### config.mk
export PLATFORM = sky130hd
export DESIGN_NAME = fmb_regs
export DESIGN_NICKNAME = d
export VERILOG_FILES = /design/src/core/fmb_pkg.sv /design/src/core/fmb_hyst_flag.sv /design/src/core/fmb_regs.sv
export SDC_FILE = /design/constraint.sdc
export NUM_CORES = 1
export LEC_CHECK = 0
export BUFFER_PORTS_ARGS = -buffer_cell sky130_fd_sc_hd__buf_2
export CORE_ASPECT_RATIO = 1.4
export CORE_MARGIN = 2
export CORE_UTILIZATION = 62
export CTS_BUF_LIST = sky130_fd_sc_hd__clkbuf_8
export DETAILED_ROUTE_END_ITERATION = 12
export PLACE_DENSITY_LB_ADDON = 0.2
export REMOVE_ABC_BUFFERS = 1
export SLEW_MARGIN = 25
export SYNTH_ARGS = -nofsm -noshare
export SYNTH_HDL_FRONTEND = slang
export SYNTH_SLANG_ARGS = --single-unit
export TNS_END_PERCENT = 1
### constraint.sdc
create_clock -name clk_in -period 6.09 [get_ports clk_in]
set_input_delay 0.609 -clock clk_in [delete_from_list [all_inputs] [get_ports clk_in]]
set_output_delay 0.609 -clock clk_in [all_outputs]
set_load 0.005 [all_outputs]
### src/core/fmb_pkg.sv
// What this block does
// RQ1: Low-battery warning bit 2 set below threshold select, cleared above it.
// RQ2: Thermal shutdown bit 1 sets above 156.5 C or rail fault; clears below 132.5 C.
// RQ3: Thermal warning bit 0 sets above 123.4 C, clears below 121.4 C.
// RQ4: Interrupt mask register sits at 0x0D and resets to f5.
// RQ5: Mask bit n gates status bit n; zero lets it interrupt, one masks.
// RQ6: Read/write dead-time register sits at 0x0E and resets to 00.
// RQ7: Dead time code 0 is zero, code 1 is 333 ns, 111 ns per step.
// RQ8: Read/write quick shutoff timing register sits at 0x0F, resets to 07.
// RQ9: Read-only main status at 0x0C resets to 00; bits 7..3 report upper faults.
// RQ10: Interrupt output is high while any unmasked status flag is set.
package fmb_pkg;

  ////////////////////////////////////////////////////////////////////////////////
  // Register map
  localparam logic [6:0] ADDR_MAIN_STATUS = 7'h0c;
  localparam logic [6:0] ADDR_INTERRUPT_MASK = 7'h0d;
  localparam logic [6:0] ADDR_SWITCH_DEAD_TIME = 7'h0e;
  localparam logic [6:0] ADDR_QUICK_SHUTOFF_TIMING = 7'h0f;
  localparam logic [7:0] RST_MAIN_STATUS = 8'h00;
  localparam logic [7:0] RST_INTERRUPT_MASK = 8'hf5;
  localparam logic [7:0] RST_SWITCH_DEAD_TIME = 8'h00;
  localparam logic [7:0] RST_QUICK_SHUTOFF_TIMING = 8'h07;
  localparam logic [7:0] READ_UNMAPPED = 8'h00;

  ////////////////////////////////////////////////////////////////////////////////
  // Serial frame: command byte {write, addr[6:0]} then one data byte, MSB first
  localparam int FRAME_CMD_BITS = 8;
  localparam int FRAME_BITS = 16;
  localparam int CMD_WRITE_POS = 7;

  ////////////////////////////////////////////////////////////////////////////////
  // Temperatures in tenths of a degree C
  localparam int TEMP_W = 12;
  localparam logic [11:0] TEMP_SHUT_SET = 12'h61d;   // 156.5 C
  localparam logic [11:0] TEMP_SHUT_CLEAR = 12'h52d; // 132.5 C
  localparam logic [11:0] TEMP_WARN_SET = 12'h4d2;   // 123.4 C
  localparam logic [11:0] TEMP_WARN_CLEAR = 12'h4be; // 121.4 C

  ////////////////////////////////////////////////////////////////////////////////
  // Dead-time timing, all in ns
  localparam int CLK_PERIOD_NS = 50;
  localparam int DEAD_STEP_NS = 111;
  localparam int DEAD_CODE1_NS = 333;
  localparam int DEAD_BASE_NS = DEAD_CODE1_NS - DEAD_STEP_NS;
  localparam int DEAD_NS_W = 15;
  localparam logic [14:0] DEAD_STEP_NS_V = DEAD_STEP_NS[14:0];
  localparam logic [14:0] DEAD_BASE_NS_V = DEAD_BASE_NS[14:0];
  localparam logic [14:0] CLK_PERIOD_NS_V = CLK_PERIOD_NS[14:0];

  typedef struct packed {
    logic supply_fault;
    logic illumination_fault_flag;
    logic projector_on_change_flag;
    logic micromirror_fault_flag;
    logic low_battery_shutdown_flag;
    logic low_battery_warning;
    logic thermal_shutdown_flag;
    logic thermal_warning_flag;
  } fmb_status_s;

  typedef enum {FMB_SW_STEADY, FMB_SW_GAP} fmb_sw_state_e;

endpackage

### src/core/fmb_hyst_flag.sv
`timescale 1ns/1ps
module fmb_hyst_flag #(
  parameter int W = 12,
  parameter bit SET_WHEN_ABOVE = 1'b1
) (
  input wire logic clk_in,
  input wire logic rst_n_in,
  input wire logic [W-1:0] value_in,
  input wire logic [W-1:0] set_level_in,
  input wire logic [W-1:0] clear_level_in,
  input wire logic force_in,
  output logic flag_out
);

  logic flag_nxt;

  // Between the two levels the flag holds: that is the hysteresis
  always_comb begin
    flag_nxt = flag_out;
    if (SET_WHEN_ABOVE) begin
      if (force_in || value_in > set_level_in) begin
        flag_nxt = 1'b1;
      end else if (value_in < clear_level_in) begin
        flag_nxt = 1'b0;
      end
    end else begin
      if (force_in || value_in < set_level_in) begin
        flag_nxt = 1'b1;
      end else if (value_in > clear_level_in) begin
        flag_nxt = 1'b0;
      end
    end
  end

  always_ff @(posedge clk_in or negedge rst_n_in) begin
    if (!rst_n_in) begin
      flag_out <= 1'b0;
    end else begin
      flag_out <= flag_nxt;
    end
  end

endmodule // fmb_hyst_flag

### src/core/fmb_regs.sv
`timescale 1ns/1ps
module fmb_regs #(
  parameter int SUPPLY_W = 8,
  parameter int NUM_SW = 3
) (
  input wire logic clk_in,
  input wire logic rst_n_in,
  // Serial register port, mode 0
  input wire logic spi_clk_in,
  input wire logic spi_cs_n_in,
  input wire logic spi_mosi_in,
  output logic spi_miso_out,
  // Monitored conditions
  input wire logic [fmb_pkg::TEMP_W-1:0] die_temp_in,
  input wire logic internal_five_volt_rail_fault_in,
  input wire logic [SUPPLY_W-1:0] input_supply_in,
  input wire logic [SUPPLY_W-1:0] low_battery_threshold_select_in,
  input wire logic supply_fault_in,
  input wire logic illumination_fault_in,
  input wire logic projector_on_in,
  input wire logic micromirror_fault_in,
  input wire logic low_battery_shutdown_in,
  // Light-source switches
  input wire logic [NUM_SW-1:0] switch_request_in,
  output logic [NUM_SW-1:0] switch_drive_out,
  output logic [7:0] quick_shutoff_timing_out,
  output logic irq_out
);

  ////////////////////////////////////////////////////////////////////////////////
  // Status flags
  logic low_battery_warning;
  logic thermal_shutdown_flag;
  logic thermal_warning_flag;
  fmb_pkg::fmb_status_s status_r;
  fmb_pkg::fmb_status_s status_nxt;

  fmb_hyst_flag #(.W(SUPPLY_W), .SET_WHEN_ABOVE(1'b0)) u_low_batt (
    .clk_in(clk_in),
    .rst_n_in(rst_n_in),
    .value_in(input_supply_in),
    .set_level_in(low_battery_threshold_select_in),
    .clear_level_in(low_battery_threshold_select_in),
    .force_in(1'b0),
    .flag_out(low_battery_warning)
  ); // RQ1

  fmb_hyst_flag #(.W(fmb_pkg::TEMP_W), .SET_WHEN_ABOVE(1'b1)) u_therm_shut (
    .clk_in(clk_in),
    .rst_n_in(rst_n_in),
    .value_in(die_temp_in),
    .set_level_in(fmb_pkg::TEMP_SHUT_SET),
    .clear_level_in(fmb_pkg::TEMP_SHUT_CLEAR),
    .force_in(internal_five_volt_rail_fault_in),
    .flag_out(thermal_shutdown_flag)
  ); // RQ2

  fmb_hyst_flag #(.W(fmb_pkg::TEMP_W), .SET_WHEN_ABOVE(1'b1)) u_therm_warn (
    .clk_in(clk_in),
    .rst_n_in(rst_n_in),
    .value_in(die_temp_in),
    .set_level_in(fmb_pkg::TEMP_WARN_SET),
    .clear_level_in(fmb_pkg::TEMP_WARN_CLEAR),
    .force_in(1'b0),
    .flag_out(thermal_warning_flag)
  ); // RQ3

  always_comb begin
    status_nxt.supply_fault = supply_fault_in; // RQ9
    status_nxt.illumination_fault_flag = illumination_fault_in; // RQ9
    // Flag reports the projector-on pin being low
    status_nxt.projector_on_change_flag = ~projector_on_in; // RQ9
    status_nxt.micromirror_fault_flag = micromirror_fault_in; // RQ9
    status_nxt.low_battery_shutdown_flag = low_battery_shutdown_in; // RQ9
    status_nxt.low_battery_warning = low_battery_warning;
    status_nxt.thermal_shutdown_flag = thermal_shutdown_flag;
    status_nxt.thermal_warning_flag = thermal_warning_flag;
  end

  // Registered so the read mux sees flops, not pin levels
  always_ff @(posedge clk_in or negedge rst_n_in) begin
    if (!rst_n_in) begin
      status_r <= fmb_pkg::RST_MAIN_STATUS; // RQ9
    end else begin
      status_r <= status_nxt;
    end
  end

  ////////////////////////////////////////////////////////////////////////////////
  // Serial port and registers
  logic sclk_prev_r;
  logic sclk_prev_nxt;
  logic [4:0] bit_cnt_r;
  logic [4:0] bit_cnt_nxt;
  logic [7:0] rx_r;
  logic [7:0] rx_nxt;
  logic [7:0] cmd_r;
  logic [7:0] cmd_nxt;
  logic [7:0] tx_r;
  logic [7:0] tx_nxt;
  logic miso_r;
  logic miso_nxt;
  logic [7:0] interrupt_mask_r;
  logic [7:0] interrupt_mask_nxt;
  logic [7:0] switch_dead_time_r;
  logic [7:0] switch_dead_time_nxt;
  logic [7:0] quick_shutoff_timing_r;
  logic [7:0] quick_shutoff_timing_nxt;
  logic irq_r;
  logic irq_nxt;
  logic sclk_rise;
  logic sclk_fall;
  logic [7:0] rd_data;
  logic [7:0] wr_data;
  logic [6:0] addr;

  assign sclk_rise = spi_clk_in & ~sclk_prev_r;
  assign sclk_fall = ~spi_clk_in & sclk_prev_r;

  always_comb begin
    addr = rx_r[6:0];
    // Unmapped addresses read as zero and ignore writes
    if (addr == fmb_pkg::ADDR_MAIN_STATUS) begin
      rd_data = status_r; // RQ9
    end else if (addr == fmb_pkg::ADDR_INTERRUPT_MASK) begin
      rd_data = interrupt_mask_r;
    end else if (addr == fmb_pkg::ADDR_SWITCH_DEAD_TIME) begin
      rd_data = switch_dead_time_r;
    end else if (addr == fmb_pkg::ADDR_QUICK_SHUTOFF_TIMING) begin
      rd_data = quick_shutoff_timing_r;
    end else begin
      rd_data = fmb_pkg::READ_UNMAPPED;
    end
  end

  always_comb begin
    sclk_prev_nxt = spi_clk_in;
    bit_cnt_nxt = bit_cnt_r;
    rx_nxt = rx_r;
    cmd_nxt = cmd_r;
    tx_nxt = tx_r;
    miso_nxt = miso_r;
    interrupt_mask_nxt = interrupt_mask_r;
    switch_dead_time_nxt = switch_dead_time_r;
    quick_shutoff_timing_nxt = quick_shutoff_timing_r;
    wr_data = {rx_r[6:0], spi_mosi_in};
    if (spi_cs_n_in) begin
      // Deselect aborts any partial frame
      bit_cnt_nxt = 5'h00;
      miso_nxt = 1'b0;
    end else if (sclk_rise && bit_cnt_r < 5'(fmb_pkg::FRAME_BITS)) begin
      rx_nxt = wr_data;
      bit_cnt_nxt = bit_cnt_r + 5'h01;
      if (bit_cnt_r == 5'(fmb_pkg::FRAME_CMD_BITS - 1)) begin
        cmd_nxt = wr_data;
      end
      if (bit_cnt_r == 5'(fmb_pkg::FRAME_BITS - 1) && cmd_r[fmb_pkg::CMD_WRITE_POS]) begin
        if (cmd_r[6:0] == fmb_pkg::ADDR_INTERRUPT_MASK) begin
          interrupt_mask_nxt = wr_data; // RQ4
        end else if (cmd_r[6:0] == fmb_pkg::ADDR_SWITCH_DEAD_TIME) begin
          switch_dead_time_nxt = wr_data; // RQ6
        end else if (cmd_r[6:0] == fmb_pkg::ADDR_QUICK_SHUTOFF_TIMING) begin
          quick_shutoff_timing_nxt = wr_data; // RQ8
        end
      end
    end else if (sclk_fall && bit_cnt_r >= 5'(fmb_pkg::FRAME_CMD_BITS)
                 && bit_cnt_r < 5'(fmb_pkg::FRAME_BITS)) begin
      // Data byte is fetched at the first falling edge after the command
      if (bit_cnt_r == 5'(fmb_pkg::FRAME_CMD_BITS)) begin
        miso_nxt = rd_data[7];
        tx_nxt = {rd_data[6:0], 1'b0};
      end else begin
        miso_nxt = tx_r[7];
        tx_nxt = {tx_r[6:0], 1'b0};
      end
    end
  end

  always_ff @(posedge clk_in or negedge rst_n_in) begin
    if (!rst_n_in) begin
      sclk_prev_r <= 1'b0;
      bit_cnt_r <= 5'h00;
      rx_r <= 8'h00;
      cmd_r <= 8'h00;
      tx_r <= 8'h00;
      miso_r <= 1'b0;
      interrupt_mask_r <= fmb_pkg::RST_INTERRUPT_MASK; // RQ4
      switch_dead_time_r <= fmb_pkg::RST_SWITCH_DEAD_TIME; // RQ6
      quick_shutoff_timing_r <= fmb_pkg::RST_QUICK_SHUTOFF_TIMING; // RQ8
    end else begin
      sclk_prev_r <= sclk_prev_nxt;
      bit_cnt_r <= bit_cnt_nxt;
      rx_r <= rx_nxt;
      cmd_r <= cmd_nxt;
      tx_r <= tx_nxt;
      miso_r <= miso_nxt;
      interrupt_mask_r <= interrupt_mask_nxt;
      switch_dead_time_r <= switch_dead_time_nxt;
      quick_shutoff_timing_r <= quick_shutoff_timing_nxt;
    end
  end

  ////////////////////////////////////////////////////////////////////////////////
  // Interrupt request
  // Level, not latched: a flag that clears withdraws the request
  always_comb begin
    irq_nxt = |(status_r & ~interrupt_mask_r); // RQ5 RQ10
  end

  always_ff @(posedge clk_in or negedge rst_n_in) begin
    if (!rst_n_in) begin
      irq_r <= 1'b0;
    end else begin
      irq_r <= irq_nxt;
    end
  end

  ////////////////////////////////////////////////////////////////////////////////
  // Break-before-make sequencer
  fmb_pkg::fmb_sw_state_e sw_state_r;
  fmb_pkg::fmb_sw_state_e sw_state_nxt;
  logic [NUM_SW-1:0] drive_r;
  logic [NUM_SW-1:0] drive_nxt;
  logic [NUM_SW-1:0] target_r;
  logic [NUM_SW-1:0] target_nxt;
  logic [fmb_pkg::DEAD_NS_W-1:0] elapsed_ns_r;
  logic [fmb_pkg::DEAD_NS_W-1:0] elapsed_ns_nxt;
  logic [fmb_pkg::DEAD_NS_W-1:0] dead_ns;

  // Code n gives 222 + 111*n ns; counting in ns rounds the gap up to whole clocks
  always_comb begin
    dead_ns = fmb_pkg::DEAD_BASE_NS_V
              + 15'(switch_dead_time_r) * fmb_pkg::DEAD_STEP_NS_V; // RQ7
  end

  always_comb begin
    sw_state_nxt = sw_state_r;
    drive_nxt = drive_r;
    target_nxt = target_r;
    elapsed_ns_nxt = elapsed_ns_r;
    case (sw_state_r)
      fmb_pkg::FMB_SW_STEADY: begin
        if (switch_request_in != target_r) begin
          target_nxt = switch_request_in;
          if (switch_dead_time_r == 8'h00) begin
            drive_nxt = switch_request_in; // RQ7
          end else begin
            // Break first: every switch opens before the new one closes
            drive_nxt = '0;
            elapsed_ns_nxt = fmb_pkg::CLK_PERIOD_NS_V;
            sw_state_nxt = fmb_pkg::FMB_SW_GAP;
          end
        end
      end
      fmb_pkg::FMB_SW_GAP: begin
        drive_nxt = '0;
        if (switch_dead_time_r == 8'h00) begin
          // Code cleared mid-gap: zero dead time ends the gap at once
          target_nxt = switch_request_in;
          drive_nxt = switch_request_in; // RQ7
          sw_state_nxt = fmb_pkg::FMB_SW_STEADY;
        end else if (switch_request_in != target_r) begin
          // Request moved mid-gap: restart the full gap
          target_nxt = switch_request_in;
          elapsed_ns_nxt = fmb_pkg::CLK_PERIOD_NS_V;
        end else if (elapsed_ns_r >= dead_ns) begin
          drive_nxt = target_r; // RQ7
          sw_state_nxt = fmb_pkg::FMB_SW_STEADY;
        end else begin
          elapsed_ns_nxt = elapsed_ns_r + fmb_pkg::CLK_PERIOD_NS_V;
        end
      end
      default: begin
        drive_nxt = '0;
        sw_state_nxt = fmb_pkg::FMB_SW_STEADY;
      end
    endcase
  end

  always_ff @(posedge clk_in or negedge rst_n_in) begin
    if (!rst_n_in) begin
      sw_state_r <= fmb_pkg::FMB_SW_STEADY;
      drive_r <= '0;
      target_r <= '0;
      elapsed_ns_r <= '0;
    end else begin
      sw_state_r <= sw_state_nxt;
      drive_r <= drive_nxt;
      target_r <= target_nxt;
      elapsed_ns_r <= elapsed_ns_nxt;
    end
  end

  ////////////////////////////////////////////////////////////////////////////////
  // Outputs
  assign spi_miso_out = miso_r;
  assign switch_drive_out = drive_r;
  assign quick_shutoff_timing_out = quick_shutoff_timing_r;
  assign irq_out = irq_r;

endmodule // fmb_regs

# --- After elaboration in Yosys (flattened, before gate mapping) ---
# Cells that the tools add are included.
classes:
  mul: 1
  bitwise_logic: 11
  n_mux: 38
  n_addsub: 3
  n_reduce_logical: 23
  eq_ne: 19
  magnitude_cmp: 9
ops:
  columns: ["cell", "n"]
  rows:
  - ["$mux 32", 5]
  - ["$mux 15", 5]
  - ["$pmux 32 s2", 1]
  - ["$eq 7x4->1 const B", 7]
  - ["$mux 8", 5]
  - ["$eq 32x1->1 const B", 1]
  - ["$logic_not 32->1", 1]
  - ["$pmux 15 s2", 1]
  - ["$gt 12x11->1 const B", 2]
  - ["$lt 12x11->1 const B", 2]
  - ["$mux 3", 7]
  - ["$add 15x6->15 const B", 1]
  - ["$add 8x15->15 const A", 1]
  - ["$ge 15x15->1", 1]
  - ["$mul 8x7->15 const B", 1]
  - ["$pmux 3 s2", 2]
  - ["$reduce_bool 2->1", 6]
  - ["$eq 5x4->1 const B", 2]
  - ["$mux 1", 10]
  - ["$mux 5", 2]
  - ["$reduce_and 5->1", 2]
  - ["$ne 3x3->1 const B", 3]
  - ["$and 8x8->8", 1]
  - ["$gt 8x8->1", 1]
  - ["18 further kinds", 34]
word_totals:
  word_cells: 129
  ff_bits: 119
  in_bits: 42
  out_inout_bits: 13

# --- Logic depth before layout (Yosys ltp) ---
# Gate-level depths: netlist (run 1).
depth:
  word_depth: 9
  mapped_depth: 24
  ltp_nobuf: 23

# --- By module ---
# From an unflattened synthesis (run 1), not the netlist that was laid out.
unflattened:
  cells_unflattened: 749
  area_unflattened_um2: 7287.0
modules_own_cells:
  columns: ["module", "area_per_inst_um2", "n_inst", "cells_per_inst", "seq_area_each_um2"]
  rows:
  - ["fmb_regs", 5631.7, 1, 529, 2088.3]
  - ["fmb_hyst_flag at u_therm_shut ...", 619.3, 2, 84, 25.0]
  - ["fmb_hyst_flag at u_low_batt", 416.6, 1, 52, 25.0]

# --- Worst setup path before layout (run 1) ---
# OpenSTA, ideal clock, no wires.
synth_timing:
  path_kind: "register -> register"
  start: "register switch_dead_time_r[5]"
  end: "register elapsed_ns_r[10] (netlist bit)"
  arrival_time_ns: 5.385
  path_stages_with_launch: 23
  n_path_buf: 1
  period_less_slack_ns: 5.506
  t_required_ns: 5.969
  setup_ns: 0.121
  setup_slack_ns: 0.584
  cell_sequence: "dfrtp_1 -> fa_1 -> inv_1 -> fa_1 -> inv_1 -> fa_1 -> inv_1 -> fa_1 -> inv_1 -> ha_1 -> o21ai_0 -> nor2_1 -> and3_1 -> a211oi_1 -> a21oi_1 -> xnor2_1 -> ha_1 -> and4_1 -> o2111ai_1 -> and4bb_2 -> buf_4 -> a21o_2 -> a22o_1"
synth_between:
  elab_chain_cells: 5
  word_cells_on_any_way: 8
synth_rtl:
  columns: ["element", "line", "source"]
  rows:
  - ["start, declared", "fmb_regs.sv:105", "logic [7:0] switch_dead_time_r;"]
  - ["start signal, assigned", "fmb_regs.sv:188", "switch_dead_time_r <= fmb_pkg::RST_SWITCH_DEAD_TIME;"]
  - ["start signal, assigned", "fmb_regs.sv:198", "switch_dead_time_r <= switch_dead_time_nxt;"]
  - ["$mul 8x7->15", "fmb_regs.sv:233", "+ 15'(switch_dead_time_r) * fmb_pkg::DEAD_STEP_NS_V;"]
  - ["$add 8x15->15", "fmb_regs.sv:233", null]
  - ["$ge 15x15->1", "fmb_regs.sv:266", "end else if (elapsed_ns_r >= dead_ns) begin"]
  - ["$ne 3x3->1 (no line)", null, null]
  - ["$reduce_and 5->1 (no line) (*)", null, null]
  - ["end signal, assigned", "fmb_regs.sv:290", "elapsed_ns_r <= elapsed_ns_nxt;"]
  - ["end, declared", "fmb_regs.sv:226", "logic [fmb_pkg::DEAD_NS_W-1:0] elapsed_ns_r;"]
# Every way passes the cells marked *; elsewhere a longest branch is shown, timed or not.
# A chain may end at the register's enable or synchronous reset.

# --- Worst setup path after layout (run 1) ---
layout_timing:
  start: "register switch_dead_time_r[2]"
  end: "register elapsed_ns_r[7] (netlist bit)"
# The elaborated chain is that of the path after synthesis.

==> results of run 1 <==
==> flip-flops by register name, summed over array words and instances (netlist names), 3 cells and up <==
register,flops
target_r,3
interrupt_mask_r,8
rx_r,7
status_r,8
cmd_r,8
quick_shutoff_timing_out,8
switch_dead_time_r,8
tx_r,7
bit_cnt_r,5
elapsed_ns_r,14
switch_drive_out,3
==> layout make-up <==
cell class,instances,area (um2)
inverter,87,327
timing repair buffer,59,314
clock buffer,10,138
clock inverter,6,63.8
fill,711,2830
multi-input combinational,389,3490
sequential,86,2160
tap,110,138
==> stage by stage <==
stage / setup slack [ns] / setup TNS, ns / instance area [um2] / cells
floorplan: 0.542 / 0 / 5920 / 561
global placement: 0.167 / 0 / 6360 / 730
detailed placement: -0.0799 / -0.421 / 6360 / 730
CTS: 0.0445 / 0 / 6570 / 746
global route: -0.0632 / -0.228 / 6630 / 747
finish: 0.283 / 0 / 6630 / 747
==> worst min path at each step <==
stage | from | endpoint | slack (ns) | depth (start not counted)
6_report | rst_n_in | bit_cnt_r[3] | 0.28 | 1
3_5_place_dp | u_low_batt.flag_out | status_r[2] | 0.37 | 0
2_1_floorplan | rst_n_in | bit_cnt_r[0] | 0.31 | 0
3_3_place_gp | u_therm_shut.flag_out | status_r[1] | 0.36 | 0
5_1_grt | rst_n_in | bit_cnt_r[3] | 0.33 | 1
4_1_cts | illumination_fault_in | status_r[6] | 0.34 | 1
==> logic make-up (layout without fill, tap and decap cells) <==
group,after synthesis,count (layout),share of synthesized area (%)
adder cells (fa/ha/maj),88,88,21.4
flip-flops,86,86,36.1
multiplexers,45,45,9.80
AO/OA/AOI/OAI,104,104,11.2
XOR/XNOR,19,19,2.77
buffers and inverters,102,162,6.84
AND/OR/NAND/NOR,132,133,12.0
==> where the power goes <==
part,internal (mW),total (mW),switching (mW)
combinational,0.0731,0.129,0.0558
sequential,0.599,0.667,0.0673
clock,0.200,0.406,0.207
==> worst register-to-register path, cell delays in order (launching register included) <==
cell,delay (ns)
dfrtp_1,0.46
inv_1,0.11
ha_1,0.35
inv_1,0.08
fa_1,0.54
inv_1,0.06
fa_1,0.50
inv_1,0.06
fa_1,0.53
inv_1,0.04
ha_1,0.33
o21ai_0,0.21
nor2_1,0.09
and3_1,0.19
a211oi_2,0.27
xor2_1,0.21
ha_1,0.28
a211oi_2,0.22
o21bai_1,0.21
a2111oi_2,0.38
a21oi_4,0.19
a21o_2,0.23
a22o_1,0.18
==> cells in the mapped netlist, drive strengths merged, types with 4 or more instances <==
cell type	n	area, um2
and3	5	31.3
xor2	10	87.6
mux4	8	180
fa	24	480
clkbuf	7	26.3
nand4	8	50.1
a221o	4	40.0
inv	87	327
a211oi	5	42.5
dfrtp	77	1930
o22ai	7	43.8
buf	8	57.6
ha	64	801
a21o	8	63.8
nand3	12	72.6
a21oi	31	155
a22o	4	36.3
nand2	29	111
o21ai	26	130
dfstp	9	236
mux2i	7	70.1
nor2	42	158
mux2	30	338
nor2b	5	31.3
a22oi	7	52.6
nor3	11	82.6
and4	4	35.0
xnor2	9	78.8
==> metal layers <==
metal	track usage, %	share of wire, %
met1	27.9	39
met2	46.5	57
met3	3.89	2.5
met4	9.90	1.7
met5	0	0
==> repair_timing <==
item / CTS / global route
endpoints found under the hold margin: 0 / 0
pin swaps: 0 / 3
gates resized for setup: 1 / 10
cloned: 0 / 1
setup endpoints to repair: 12 / 16
==> metrics, run 1 <==
Crit. End Element=flip-flop; total gr overflow=0; Synth Instances=576; Power Density=181 nW/um2; Clk pin slew, worst setup/hold paths=0.09 ns; number of global-route vias before repair=4488; Worst Tran Pin Value=0.885 ns; GRT Util Overall=25.0%; CTS Buf Count=9; Mean Syn Cell Area=10.4 um2; commonest non-fill, non-tap cell in the layout=inv_1; IO Port Bufs=54; Tmin final=5.81 ns; Setup crit end=elapsed_ns_r[7]; io pins=55; status=finished, final reports clean; # Max-Cap Violations=0; CTS H-Tree Depth=3; Top delay family on crit path=adder cells; total number of vias=4332; synthesized area=6000 um2; endpoints failing setup=0; crit share post-route=95.3%; Final nets=762; Arr. time, crit path=6.06 ns; Synth Warn #=0; chip height=120 um; Startpoint Class=flip-flop; clk_skew=0.0101 ns; worst hold-check path type=in -> async; Routed wire per std cell=16.5 um; DRC=0; Pwr Total=1.20 mW; Die W=87.1 um; fraction of layout cells with a size suffix above 1=22.6%; core area=9460 um2; CP max-delay cell=fa_1; Worst-Skew Late Latency=0.37 ns; flops & latches, synth=86; Final Util=70.1%; clk sinks=86; Worst Path Max Fanout=13; drt first pass iters=4; final wirelength=12300 um; most frequent cells in the layout=inv_1 (88), dfrtp_1 (76), ha_1 (64), buf_2 (53), nor2_1 (42); relative slew slack=40.9%; r2r startpoint=switch_dead_time_r[2]; Fin Hold WS=0.277 ns; Most common cell on crit path=inv_1; Post-synth EDFFs=0; critical path class=reg -> reg; first-pass GRT wire length=20500 um; initial core utilization=63.4%; largest net degree at the start of global routing=87; FP Rows=42; n_diodes=0; TritonCTS clock tree=built; final hold violations=0; WP data required=6.35 ns; Slew Viols, Final=0; Clock Path Buffers=2; HPWL after detailed placement=9340 um; Post-CTS Hold Buffers=0; CTS root buffer=clkbuf_8; area delta synth->final=10.6%; fmax=0.172 GHz; Yosys cell types=56; LEAKAGE=3.29 nW; Die Area=10500 um2; Async SR Flop Fraction=100%; Post-DRT Antenna Nets=0; crit-path cells=inv_1 > ha_1 > inv_1 > fa_1 > inv_1 > fa_1 > inv_1 > fa_1 > inv_1 > ha_1 > o21ai_0 > nor2_1 > and3_1 > a211oi_2 > xor2_1 > ha_1 > a211oi_2 > o21bai_1 > a2111oi_2 > a21oi_4 > a21o_2 > a22o_1; Peak VDD IR=0.0866 mV; initial DRC count=178; vias per cell=5.80; ys flop type=dfrtp_1; CP Launch Point=switch_dead_time_r[2]; Worst R2R Setup Slack=0.28 ns; reg2reg path depth=22; Crit. path cell count=22; GP Congestion=0.944; Crit Reg-Reg Endpoint=elapsed_ns_r[7]; post-CTS setup buffers=0; Buf/Inv on CP=5; post-synthesis sequential area ratio=36.1%; initial antenna violation count=0; worst stage delay on the critical path=0.54 ns
(Power assumes the default switching activity.)
==> run 2, diff against run 1 <==
--- a/config.mk
+++ b/config.mk
@@ -7,2 +7,3 @@
 export LEC_CHECK = 0
+export ABC_AREA = 1
 export BUFFER_PORTS_ARGS = -buffer_cell sky130_fd_sc_hd__buf_2
@@ -10,3 +11,3 @@
 export CORE_MARGIN = 2
-export CORE_UTILIZATION = 62
+export CORE_UTILIZATION = 63
 export CTS_BUF_LIST = sky130_fd_sc_hd__clkbuf_8
--- a/constraint.sdc
+++ b/constraint.sdc
@@ -3,2 +3,2 @@
 set_output_delay 0.609 -clock clk_in [all_outputs]
-set_load 0.005 [all_outputs]
+set_load 0.01 [all_outputs]
==> run 2 against run 1 <==
  * Combinational power is 12% lower
  * Worst hold slack worse by 0.015 ns
  * Maximum frequency is 9.7% higher
  * Sequential power is 9.9% lower
  * Critical path depth is 4 higher
  * Register-to-register slack better by 0.51 ns
  * Final area is 4.7% higher
  * Non-clock buffer count is 5 lower
  * Die area is 4.3% higher
  * Cell count is 33% higher
  * Critical endpoint is now elapsed_ns_r[9]
==> metrics, run 2 <==
crit share post-route=86.9%; Final nets=983; final wirelength=13700 um; dpl cell area=6740 um2; IO Port Bufs=54; Slew Viols, Final=0; relative slew slack=47.9%; worst hold-check path type=in -> async; Buf/Inv on CP=6; initial antenna violation count=0; post-CTS setup buffers=0; flops & latches, synth=86; post-synthesis sequential area ratio=34.0%; GRT Util Overall=26.9%; status=finished, final reports clean; Power Density=163 nW/um2; Most common cell on crit path=nand2_1; synthesized area=6370 um2; drt first pass iters=5; final hold violations=0; LEAKAGE=3.64 nW; CTS Buf Count=9; top cells by count, synth=nand2_1 (198), inv_1 (121), dfrtp_1 (77), ha_1 (64), nand3_1 (61); Fin Hold WS=0.262 ns; clk_skew=0.0129 ns; fraction of layout cells with a size suffix above 1=13.5%; first-pass GRT wire length=22600 um; Pwr Total=1.14 mW; Final Instance Area=6950 um2; Die Area=10900 um2; Yosys cell types=44; Arr. time, crit path=5.60 ns; GP Congestion=0.979; Async SR Flop Fraction=100%; total number of vias=5278; most frequent cells in the layout=nand2_1 (198), inv_1 (121), dfrtp_1 (77), ha_1 (64), nand3_1 (61); clk sinks=86; Post-CTS Hold Buffers=0; fmax=0.189 GHz; core area=9900 um2; DRC=0; Peak VDD IR=0.175 mV; critical path class=reg -> reg; top cell type's share of synthesized area=30.2%; number of global-route vias before repair=5039; fill count=879; Worst Path Max Fanout=16; post-cts gate resize count=0; Post-synth EDFFs=0; ys flop type=dfrtp_1; CP max-delay cell=dfrtp_1; register name with the most flops=elapsed_ns_r; worst stage delay on the critical path=0.55 ns; # Max-Cap Violations=0; Post-DRT Antenna Nets=0; CTS H-Tree Depth=3; Worst-Skew Late Latency=0.37 ns; FP Rows=43; Synth Warn #=0; HPWL after detailed placement=10800 um; Worst Tran Pin Value=0.778 ns; Mean Syn Cell Area=7.94 um2; TritonCTS clock tree=built; top-count cell post-synth=nand2_1; Routed wire per std cell=13.8 um; Synth Instances=802; largest net degree at the start of global routing=87; chip height=123 um; RSZ-0062 raised after global routing=no; n_diodes=0; area delta synth->final=9.07%; leading area contributor after synthesis=dfrtp_1; initial core utilization=64.3%; final setup TNS=0 ns; WP data required=6.40 ns; total gr overflow=0; max reg flops=14; Crit. End Element=flip-flop; final worst slack=0.797 ns; vias per cell=5.32; Tmin final=5.29 ns; io pins=55; Clock Path Buffers=2; Clk pin slew, worst setup/hold paths=0.09 ns; Synth area leaders=dfrtp_1 (30%), ha_1 (13%), nand2_1 (12%), fa_1 (7.5%), inv_1 (7.1%); CTS root buffer=clkbuf_8; pre-CTS setup slack=0.784 ns; commonest non-fill, non-tap cell in the layout=nand2_1; Top delay family on crit path=adder cells; initial DRC count=253; Die W=89.0 um; Startpoint Class=flip-flop; endpoints failing setup=0
==> run 2: cells by family after synthesis <==
logic type,count (synthesis),share of synthesized area [%]
buf+inv,150,9.17
xor+xnor,23,3.16
fa+ha+maj,88,20.1
simple gates,347,24.0
flops,86,34.0
compound gates,108,9.55
==> run 2: power by group <==
group,switching (mW),internal (mW),total (mW)
Sequential,0.0121,0.589,0.601
Combinational,0.0807,0.0335,0.114
Clock,0.218,0.202,0.420
==> run 2: worst register-to-register path, delay by kind of cell, from the launching register on <==
kind,cells,cell delay [ns]
AOI/OAI and AO/OA,3,0.41
xor gates and xnor gates,1,0.14
adders and majority gates,6,2.49
buffers and inverters,6,0.37
DFF,1,0.55
and+or+nand+nor,10,1.28
==> run 2: area by class of cell <==
| type | count | area, um2 | share of cell area, % |
|---|---|---|---|
| clock inverters | 6 | 68.8 | 0.990 |
| inverters | 136 | 510 | 7.35 |
| multi-input cells | 566 | 3620 | 52.1 |
| flip-flops and latches | 86 | 2160 | 31.1 |
| well taps | 135 | 169 | 2.43 |
| clock buffers | 10 | 138 | 1.98 |
| repair buffers | 54 | 277 | 3.98 |
==> run 2: metal layers <==
layer,up-vias,GRT usage [%],wire length (um)
met2,111,47.4,7230
met3,51,4.41,394
met1,2456,31.0,5380
li1,2660,-,-
met4,0,13.8,693
met5,-,0,0
==> run 2: metrics by stage <==
stage	instances	utilization, %
finish	993	70.2
global route	993	70.2
CTS	993	70.2
detailed placement	977	68.1
global placement	977	68.1
floorplan	788	-
==> run 2: final timing paths <==
kind	endpoint	from	slack (ns)	depth (start not counted)
hold / removal	elapsed_ns_r[8]	rst_n_in	0.26	1
max in group asynchronous	switch_dead_time_r[5]	rst_n_in	5.27	1
min in group clk_in	status_r[6]	illumination_fault_in	0.34	1
setup reg to reg	elapsed_ns_r[9]	switch_dead_time_r[3]	0.80	26
hold reg to reg	status_r[1]	u_therm_shut.flag_out	0.38	0
setup / recovery	elapsed_ns_r[9]	switch_dead_time_r[3]	0.80	26
